**src/rtl/dac_cmd_defs.vh**
```
`ifndef DAC_CMD_DEFS_VH
`define DAC_CMD_DEFS_VH

// Serial word layout
`define WORD_BITS        24
`define MODE_HI          23
`define MODE_LO          22
`define ADDR_HI          21
`define ADDR_LO          16
`define DATA_HI          15
`define EDGE_CNT_W       5
`define EDGE_TARGET      5'h18

// Mode field codes
`define MODE_SPECIAL     2'h0
`define MODE_GAIN        2'h1
`define MODE_OFFSET      2'h2
`define MODE_DATA        2'h3

// Channel memory kinds
`define KIND_BANK_A      2'h0
`define KIND_BANK_B      2'h1
`define KIND_OFFSET      2'h2
`define KIND_GAIN        2'h3

// Special function codes
`define FN_NOP           6'h00
`define FN_CONTROL       6'h01
`define FN_OFS_ZERO      6'h02
`define FN_OFS_ONE       6'h03
`define FN_READBACK      6'h05
`define FN_SEL_ZERO      6'h06
`define FN_SEL_ONE       6'h07
`define FN_SEL_TWO       6'h08
`define FN_SEL_THREE     6'h09
`define FN_SEL_BLOCK     6'h0B

// Control register fields and reset
`define CTRL_OVERTEMP    4
`define CTRL_BANK_SEL    2
`define CTRL_THERM_EN    1
`define CTRL_POWER_DOWN  0
`define CTRL_RESET       5'h00

// Readback selection
`define RB_PREFIX_HI     15
`define RB_PREFIX_LO     13
`define RB_ADDR_HI       12
`define RB_ADDR_LO       7
`define RB_GLOBAL        3'h4
`define RB_G_CONTROL     6'h01
`define RB_G_OFS_ZERO    6'h02
`define RB_G_OFS_ONE     6'h03
`define RB_G_SEL_ZERO    6'h06
`define RB_G_SEL_ONE     6'h07
`define RB_G_SEL_TWO     6'h08
`define RB_G_SEL_THREE   6'h09

// Other reset values
`define OFS_RESET        14'h0000
`define SEL_RESET        8'h00

`endif

```
**src/rtl/channel_ram.v**
```verilog
`timescale 1ns/1ps
`default_nettype none

// Per-channel register store, one write and one registered read port
module channel_ram #(
  parameter ADDR_W = 7,
  parameter DATA_W = 16
) (
  // Clock
  input  wire              core_clk_i,
  // Write port
  input  wire              wr_en_i,
  input  wire [ADDR_W-1:0] wr_addr_i,
  input  wire [DATA_W-1:0] wr_data_i,
  // Read port
  input  wire [ADDR_W-1:0] rd_addr_i,
  output reg  [DATA_W-1:0] rd_data_o
);

  reg [DATA_W-1:0] mem [0:(1<<ADDR_W)-1];

  // No reset on the array; unwritten words read back unknown in simulation
  always @(posedge core_clk_i) begin
    if (wr_en_i) begin
      mem[wr_addr_i] <= wr_data_i;
    end
    rd_data_o <= mem[rd_addr_i];
  end

endmodule

`default_nettype wire

```
**src/rtl/dac_serial_command_decoder.v**
```verilog
`timescale 1ns/1ps
`default_nettype none
`include "dac_cmd_defs.vh"
module dac_serial_command_decoder #(
  parameter DATA_WIDTH = 16
) (
  // Clock and reset
  input  wire        core_clk_i,
  input  wire        reset_n_i,
  // Serial link pins
  input  wire        serial_clk_i,
  input  wire        serial_data_i,
  input  wire        frame_sync_n_i,
  output reg         serial_readback_out_o,
  output reg         serial_readback_oe_o,
  // Status input from the analogue side
  input  wire        overtemp_i,
  // Control and global register contents
  output reg         input_bank_select_o,
  output reg         thermal_shutdown_en_o,
  output reg         power_down_o,
  output reg  [13:0] offset_dac_zero_o,
  output reg  [13:0] offset_dac_one_o,
  output reg  [31:0] bank_select_o,
  // Per-channel write strobe with its data
  output reg         chan_wr_o,
  output reg  [4:0]  chan_wr_index_o,
  output reg  [1:0]  chan_wr_kind_o,
  output reg  [15:0] chan_wr_data_o
);
  localparam PAD = 16 - DATA_WIDTH;
  localparam ST_IDLE  = 1'b0;
  localparam ST_SWEEP = 1'b1;
  // Channel mask for a six-bit address code
  function [31:0] addr_mask;
    input [5:0] addr;
    reg   [2:0] hi;
    reg   [2:0] lo;
    begin
      hi = addr[5:3];
      lo = addr[2:0];
      addr_mask = 32'h0000_0000;
      case (hi)
        3'h0: begin
          if (lo == 3'h0) begin
            addr_mask = 32'hFFFF_FFFF;
          end else if (lo <= 3'h4) begin
            addr_mask = 32'h0000_00FF << {lo - 3'h1, 3'h0};
          end
        end
        3'h1, 3'h2, 3'h3, 3'h4: begin
          addr_mask = 32'h0000_0001 << {hi - 3'h1, lo};
        end
        3'h6: begin
          addr_mask = {4{8'h01 << lo}};
        end
        3'h7: begin
          addr_mask = {{3{8'h01 << lo}}, 8'h00};
        end
        default: begin
          addr_mask = 32'h0000_0000;
        end
      endcase
    end
  endfunction
  // Link pin and overtemp synchronisers plus one history stage for edge finding
  reg [1:0] sclk_sync;
  reg [1:0] sdi_sync;
  reg [1:0] sync_sync;
  reg [1:0] otemp_sync;
  reg       sclk_prev;
  reg       sync_prev;
  always @(posedge core_clk_i or negedge reset_n_i) begin
    if (!reset_n_i) begin
      sclk_sync  <= 2'h3;
      sdi_sync   <= 2'h0;
      sync_sync  <= 2'h3;
      otemp_sync <= 2'h0;
      sclk_prev  <= 1'b1;
      sync_prev  <= 1'b1;
    end else begin
      sclk_sync  <= {sclk_sync[0], serial_clk_i};
      sdi_sync   <= {sdi_sync[0], serial_data_i};
      sync_sync  <= {sync_sync[0], frame_sync_n_i};
      otemp_sync <= {otemp_sync[0], overtemp_i};
      sclk_prev  <= sclk_sync[1];
      sync_prev  <= sync_sync[1];
    end
  end
  wire in_frame    = ~sync_sync[1];
  wire sclk_fall   = sclk_prev & ~sclk_sync[1];
  wire frame_start = sync_prev & ~sync_sync[1];
  wire frame_end   = ~sync_prev & sync_sync[1];
  // Word capture on falling serial clock edges
  reg [`WORD_BITS-1:0]  shift_in;
  reg [`EDGE_CNT_W-1:0] edge_cnt;
  always @(posedge core_clk_i or negedge reset_n_i) begin
    if (!reset_n_i) begin
      shift_in <= {`WORD_BITS{1'b0}};
      edge_cnt <= {`EDGE_CNT_W{1'b0}};
    end else if (frame_start) begin
      edge_cnt <= {`EDGE_CNT_W{1'b0}};
    end else if (in_frame && sclk_fall) begin
      shift_in <= {shift_in[`WORD_BITS-2:0], sdi_sync[1]};
      // Saturate one past the target so an overlong frame is seen as corrupt
      if (edge_cnt <= `EDGE_TARGET) begin
        edge_cnt <= edge_cnt + 5'h01;
      end
    end
  end
  // Short or overlong frames are dropped
  wire word_ok = frame_end && (edge_cnt == `EDGE_TARGET);
  wire [1:0]  mode    = shift_in[`MODE_HI:`MODE_LO];
  wire [5:0]  address = shift_in[`ADDR_HI:`ADDR_LO];
  wire [15:0] operand = shift_in[`DATA_HI:0];
  wire [15:0] data_val = operand >> PAD;
  wire        is_special = (mode == `MODE_SPECIAL);
  // Global registers
  reg [4:0] control;
  reg [7:0] sel_reg [0:3];
  reg       rb_start;
  reg [2:0] rb_prefix;
  reg [5:0] rb_addr;
  always @(posedge core_clk_i or negedge reset_n_i) begin
    if (!reset_n_i) begin
      control           <= `CTRL_RESET;
      offset_dac_zero_o <= `OFS_RESET;
      offset_dac_one_o  <= `OFS_RESET;
      sel_reg[0]        <= `SEL_RESET;
      sel_reg[1]        <= `SEL_RESET;
      sel_reg[2]        <= `SEL_RESET;
      sel_reg[3]        <= `SEL_RESET;
      rb_start          <= 1'b0;
      rb_prefix         <= 3'h0;
      rb_addr           <= 6'h00;
    end else begin
      rb_start <= 1'b0;
      control[`CTRL_OVERTEMP] <= otemp_sync[1];
      if (word_ok && is_special) begin
        case (address)
          `FN_CONTROL: begin
            control[`CTRL_BANK_SEL]   <= operand[2];
            control[`CTRL_THERM_EN]   <= operand[1];
            control[`CTRL_POWER_DOWN] <= operand[0];
          end
          `FN_OFS_ZERO:  offset_dac_zero_o <= operand[13:0];
          `FN_OFS_ONE:   offset_dac_one_o  <= operand[13:0];
          `FN_SEL_ZERO:  sel_reg[0] <= operand[7:0];
          `FN_SEL_ONE:   sel_reg[1] <= operand[7:0];
          `FN_SEL_TWO:   sel_reg[2] <= operand[7:0];
          `FN_SEL_THREE: sel_reg[3] <= operand[7:0];
          `FN_SEL_BLOCK: begin
            sel_reg[0] <= operand[7:0];
            sel_reg[1] <= operand[7:0];
            sel_reg[2] <= operand[7:0];
            sel_reg[3] <= operand[7:0];
          end
          `FN_READBACK: begin
            rb_start  <= 1'b1;
            rb_prefix <= operand[`RB_PREFIX_HI:`RB_PREFIX_LO];
            rb_addr   <= operand[`RB_ADDR_HI:`RB_ADDR_LO];
          end
          default: begin
            // No-op and reserved codes leave everything alone
          end
        endcase
      end
    end
  end
  // Bit 3 is never stored, so it always reads as zero
  wire [7:0] ctrl_read = {3'h0, control[`CTRL_OVERTEMP], 1'b0, control[2:0]};
  always @(posedge core_clk_i or negedge reset_n_i) begin
    if (!reset_n_i) begin
      input_bank_select_o   <= 1'b0;
      thermal_shutdown_en_o <= 1'b0;
      power_down_o          <= 1'b0;
      bank_select_o         <= 32'h0000_0000;
    end else begin
      input_bank_select_o   <= control[`CTRL_BANK_SEL];
      thermal_shutdown_en_o <= control[`CTRL_THERM_EN];
      power_down_o          <= control[`CTRL_POWER_DOWN];
      bank_select_o         <= {sel_reg[3], sel_reg[2], sel_reg[1], sel_reg[0]};
    end
  end
  // Multi-channel write sweep: one channel per clock, 32 clocks a word.
  // A 24-bit frame takes far longer, so the sweep always ends before the next.
  reg        state;
  reg [4:0]  sweep_idx;
  reg [31:0] sweep_mask;
  reg [1:0]  sweep_kind;
  reg [15:0] sweep_data;
  reg [1:0]  next_kind;
  always @* begin
    case (mode)
      `MODE_DATA:   next_kind = control[`CTRL_BANK_SEL] ? `KIND_BANK_B
                                                        : `KIND_BANK_A;
      `MODE_OFFSET: next_kind = `KIND_OFFSET;
      `MODE_GAIN:   next_kind = `KIND_GAIN;
      default:      next_kind = `KIND_BANK_A;
    endcase
  end
  wire sweep_hit = (state == ST_SWEEP) && sweep_mask[sweep_idx];
  always @(posedge core_clk_i or negedge reset_n_i) begin
    if (!reset_n_i) begin
      state      <= ST_IDLE;
      sweep_idx  <= 5'h00;
      sweep_mask <= 32'h0000_0000;
      sweep_kind <= `KIND_BANK_A;
      sweep_data <= 16'h0000;
    end else begin
      case (state)
        ST_IDLE: begin
          if (word_ok && !is_special) begin
            state      <= ST_SWEEP;
            sweep_idx  <= 5'h00;
            sweep_mask <= addr_mask(address);
            sweep_kind <= next_kind;
            sweep_data <= data_val;
          end
        end
        ST_SWEEP: begin
          sweep_idx <= sweep_idx + 5'h01;
          if (sweep_idx == 5'h1F) begin
            state <= ST_IDLE;
          end
        end
        default: state <= ST_IDLE;
      endcase
    end
  end
  always @(posedge core_clk_i or negedge reset_n_i) begin
    if (!reset_n_i) begin
      chan_wr_o       <= 1'b0;
      chan_wr_index_o <= 5'h00;
      chan_wr_kind_o  <= 2'h0;
      chan_wr_data_o  <= 16'h0000;
    end else begin
      chan_wr_o <= sweep_hit;
      if (sweep_hit) begin
        chan_wr_index_o <= sweep_idx;
        chan_wr_kind_o  <= sweep_kind;
        chan_wr_data_o  <= sweep_data;
      end
    end
  end
  // Readback: single-channel code only; broadcast codes read as zero
  wire       rb_chan_ok = (rb_addr[5:3] >= 3'h1) && (rb_addr[5:3] <= 3'h4);
  wire [2:0] rb_group   = rb_addr[5:3] - 3'h1;
  wire [4:0] rb_index   = {rb_group[1:0], rb_addr[2:0]};
  wire [15:0] ram_rdata;
  channel_ram #(
    .ADDR_W (7),
    .DATA_W (16)
  ) u_ram (
    .core_clk_i (core_clk_i),
    .wr_en_i    (sweep_hit),
    .wr_addr_i  ({sweep_kind, sweep_idx}),
    .wr_data_i  (sweep_data),
    .rd_addr_i  ({rb_prefix[1:0], rb_index}),
    .rd_data_o  (ram_rdata)
  );
  reg [15:0] rb_value;
  always @* begin
    rb_value = 16'h0000;
    if (rb_prefix[2] == 1'b0) begin
      if (rb_chan_ok) begin
        rb_value = ram_rdata;
      end
    end else if (rb_prefix == `RB_GLOBAL) begin
      case (rb_addr)
        `RB_G_CONTROL:   rb_value = {8'h00, ctrl_read};
        `RB_G_OFS_ZERO:  rb_value = {2'h0, offset_dac_zero_o};
        `RB_G_OFS_ONE:   rb_value = {2'h0, offset_dac_one_o};
        `RB_G_SEL_ZERO:  rb_value = {8'h00, sel_reg[0]};
        `RB_G_SEL_ONE:   rb_value = {8'h00, sel_reg[1]};
        `RB_G_SEL_TWO:   rb_value = {8'h00, sel_reg[2]};
        `RB_G_SEL_THREE: rb_value = {8'h00, sel_reg[3]};
        default:         rb_value = 16'h0000;
      endcase
    end
  end
  // Load waits one clock so the registered RAM data follows the new address
  reg                  rb_load;
  reg                  rb_armed;
  reg [`WORD_BITS-1:0] shift_out;
  always @(posedge core_clk_i or negedge reset_n_i) begin
    if (!reset_n_i) begin
      rb_load               <= 1'b0;
      rb_armed              <= 1'b0;
      shift_out             <= {`WORD_BITS{1'b0}};
      serial_readback_out_o <= 1'b0;
      serial_readback_oe_o  <= 1'b0;
    end else begin
      rb_load <= rb_start;
      serial_readback_out_o <= serial_readback_oe_o ? shift_out[`WORD_BITS-1] : 1'b0;
      if (rb_load) begin
        shift_out            <= {8'h00, rb_value};
        rb_armed             <= 1'b1;
        serial_readback_oe_o <= 1'b1;
      end else if (frame_end && rb_armed) begin
        // Release only after the frame that carried the data out
        rb_armed              <= 1'b0;
        serial_readback_oe_o  <= 1'b0;
        serial_readback_out_o <= 1'b0;
      end else if (rb_armed && in_frame && sclk_fall) begin
        shift_out <= {shift_out[`WORD_BITS-2:0], 1'b0};
      end
    end
  end
endmodule
`default_nettype wire
```
**config.mk**
```make
export PLATFORM = sky130hd
export DESIGN_NAME = dac_serial_command_decoder
export DESIGN_NICKNAME = d
export VERILOG_FILES = /design/src/rtl/channel_ram.v /design/src/rtl/dac_serial_command_decoder.v
export VERILOG_INCLUDE_DIRS = /design/src /design/src/rtl
export SDC_FILE = /design/constraint.sdc
export NUM_CORES = 2
export LEC_CHECK = 0
export BUFFER_PORTS_ARGS = -buffer_cell sky130_fd_sc_hd__buf_2
export CAP_MARGIN = 10
export CORE_UTILIZATION = 57
export DETAILED_ROUTE_END_ITERATION = 8
export PLACE_DENSITY = 0.85
export SLEW_MARGIN = 10
export SYNTH_ARGS = -nofsm -noshare
export SYNTH_HDL_FRONTEND = slang
export SYNTH_HIERARCHICAL = 1
export SYNTH_SLANG_ARGS = --single-unit
export TNS_END_PERCENT = 1
```
**constraint.sdc**
```tcl
create_clock -name core_clk_i -period 3.3 [get_ports core_clk_i]
set_input_delay 0.165 -clock core_clk_i [delete_from_list [all_inputs] [get_ports core_clk_i]]
set_output_delay 0.165 -clock core_clk_i [all_outputs]
set_load 0.05 [all_outputs]
```
==> metrics.csv <==
stage,metric,value,unit
worst_setup_path,required,4.04,ns
grt,grt_pass1_wl,373000,um
layout,largest_reg_flops,2048,
worst_setup_path,critPathMaxFanout,20,
placed_design,portBuffers,94,
layout,fin_util,0.670,
floorplanning,pin_count,95,
sta,rsz0062_at_grt,yes,
placed_design,pre_cts_ws,-0.134,ns
worst_setup_path,path_cells,"inv_2, ha_1, inv_6, buf_4, mux4_2, mux4_2, mux2_2",
pwr,p_seq_frac,0.550,
pwr,p_per_area,553,nW/um^2
layout,num-fill-cells,8409,
layout,regMostFlops,u_ram/mem,
worst_setup_path,cp-end-kind,flip-flop,
clock_network,numCtsBuffers,209,
sta,maxSlewHeadroom,0.0889,
grt,met2_usage,0.540,
drt,ant_nets,0,
floorplanning,initial_core_util,0.577,
synth,synth_cells,3913,
clock_network,cts_max_level,4,
synth,syn_avg_cell_area,22.8,sq um
drt,wl_per_cell,42.5,um
worst_hold_path,hold_class,in -> async,
synth,synth_cell_types,68,
clock_network,cts_tree,done,
worst_setup_path,path_common_cell,mux4_2,
drt,drc,0,
sta,finalWorstSetupSlack,-0.104,ns
grt,grt_util_met1,0.428,
layout,synthToLayoutAreaGrowth,16.2,%
pwr,p_sw,0.0118,W
sta,skew,0.0406,ns
synth,ys_ff_latch,2319,
synth,ys.warnings.count,6,
drt,drt-pass1-iter-count,7,
sta,period_share,1.03,
pwr,p_comb_frac,0.002,
clock_network,path_clk_slew,0.07,ns
grt,busiest_layer,met2,
floorplanning,core_area,155000,sq um
synth,synthFlopType,edfxtp_1,
synth,async_reset_ff_frac,0.110,
synth,synth_nets,3935,
sta,tightest_slew,1.37,ns
drt,drt_wl_total,280000,um
clock_network,cts_root_buf,clkbuf_16,
worst_setup_path,slowest_delay,0.67,ns
run_status,status,finished with violations,
worst_setup_path,cp_data_arrival_time,4.15,ns
pwr,p_int,0.0456,W
synth,ys_top_cells_by_area,"edfxtp_1, mux4_2, dfrtp_1",
synth,yosysMostFrequentCell,edfxtp_1,
grt,track_usage,0.341,
run_status,violations,setup timing,
grt,grt_start_max_net_pins,131,
placed_design,dp_hpwl,138000,um
sta,hold_viol_final,0,
pwr,pwr-share-clk,0.447,
worst_setup_path,path_buf_inv,3,
sta,final_max_slew_viol_count,0,
clock_network,cts.sinks,2319,
synth,synth-edff-count,2048,
worst_setup_path,worstSetupStartpointType,flip-flop,
synth,synth_top_area_cell,edfxtp_1,
clock_network,clockBufferDepth,3,
worst_setup_path,critical_path_class,reg -> reg,
pwr,ir_drop,0.565,mV
sta,min_period,3.40,ns
synth,yosysTopAreaCellShare,0.689,
synth,syn_area,89200,sq um
grt,grt_pass1_vias,48400,
worst_setup_path,cp_slowest_cell,mux4_2,
floorplanning,die_h,398,um
layout,drive_gt1_frac,0.359,
pwr,leakage,28.1,nW
grt,grt.overflow.total,0,
floorplanning,die-area,158000,sq um
drt,vias_per_cell,7.49,
drt,drtIter0Drc,9270,
synth,synth-seq-area-share,0.764,
placed_design,gp_congestion,0.856,
worst_setup_path,cpLargestDelayFamily,multiplexers,
floorplanning,rows,144,
layout,nets,4390,
grt,met3_usage,0.0954,
sta,setup_viol,40,
drt,vias,49400,
flow_run,cap_violations,0,
clock_network,insertion_delay,0.88,ns
grt,antenna_found_initial,29,
floorplanning,die_x,398,um
synth,synthTopCellsByCount,"edfxtp_1, mux4_2, dfrtp_1",
pwr,p_sw_frac,0.206,
sta,fmax,0.294,GHz
## power groups by stage
stage	sequential (W)	combinational, W	clock [W]
after CTS	0.0316	0.000143	0.0253
after global routing	0.0316	0.000160	0.0265
final	0.0316	0.000143	0.0256
after global placement	0.0322	0.000121	0
after detailed placement	0.0322	0.000126	0
after floorplan	0.0322	0.0000645	0
## area by class of cell
type / instances / area, sq um / area share
repair buffers: 456 / 5740 / 0.0554
inverters: 19 / 76.3 / 0.000736
diodes: 3 / 7.51 / 0.0000724
clock buffers: 271 / 5730 / 0.0552
clock inverters: 123 / 1250 / 0.0121
flip-flops and latches: 2319 / 68300 / 0.658
multi-input cells: 1363 / 20100 / 0.194
well taps: 2044 / 2560 / 0.0247
## worst register-to-register path, stage by stage, from the launching register on
cell and delay (ns):
dfrtp_1 0.57, inv_2 0.08, ha_1 0.38, inv_6 0.25, buf_4 0.47, mux4_2 0.54
mux4_2 0.67, mux2_2 0.33
## metrics by stage
step | cells | TNS (ns) | hold slack, ns | power (W) | cell area (sq um)
floorplan | 3913 | -112.06 | -0.131 | 0.0322 | 89200
global placement | 6138 | -0.401 | 0.273 | 0.0323 | 95900
detailed placement | 6138 | -0.539 | 0.272 | 0.0323 | 95900
CTS | 6549 | -0.504 | 0.336 | 0.0570 | 103000
global route | 6596 | -0.197 | 0.365 | 0.0582 | 104000
finish | 6598 | -0.774 | 0.353 | 0.0574 | 104000
## layer usage
layer  up-vias  routed length, um
met5         -                283
met4        38              21100
met3      1371              41600
met2      5618             133000
met1     25000              84200
li1      17400                  -
## cells in the final DEF (no fill, tap or decap), types with 22 or more instances in the layout
cell,synthesis,final
buf_12,0,170
bufinv_16,0,22
clkinv_2,0,39
edfxtp_1,2048,2048
nand2_1,85,85
mux2_2,130,129
clkbuf_16,0,222
nor2_1,143,143
clkinv_1,0,40
buf_2,54,93
a21oi_1,47,47
o21ai_0,45,45
buf_4,1,155
dfrtp_1,249,229
clkbuf_1,115,44
mux4_2,675,675
a22oi_1,26,26
## repair_timing
item | CTS | global route
pin swaps | 0 | 0
hold endpoints to repair | 220 | 0
gates resized for setup | 11 | 12
setup buffers | 5 | 39
setup endpoints to repair | 97 | 281
cloned | 1 | 5
hold buffers | 11 | 0
## path summary, 6_finish.rpt
kind	slack [ns]	depth (start not counted)	startpoint	end
hold reg to reg	0.36	0	sync_sync[0]	sync_sync[1]
hold / removal	0.35	3	reset_n_i	bank_select_o[4]
max in group asynchronous	2.04	4	reset_n_i	chan_wr_data_o[1]
setup reg to reg	-0.10	7	rb_addr[3]	u_ram/rd_data_o[6]
min in group core_clk_i	0.36	0	sync_sync[0]	sync_sync[1]
setup / recovery	-0.10	7	rb_addr[3]	u_ram/rd_data_o[6]
## logic make-up after synthesis
group	after synthesis	share of synthesized area
xor gates and xnor gates	4	0.000393
and+or+nand+nor	322	0.0165
buffers and inverters	231	0.0112
muxes	831	0.191
DFF	2319	0.764
adders and majority gates	16	0.00224
AOI/OAI and AO/OA	190	0.0141
(Power assumes the default switching activity.)
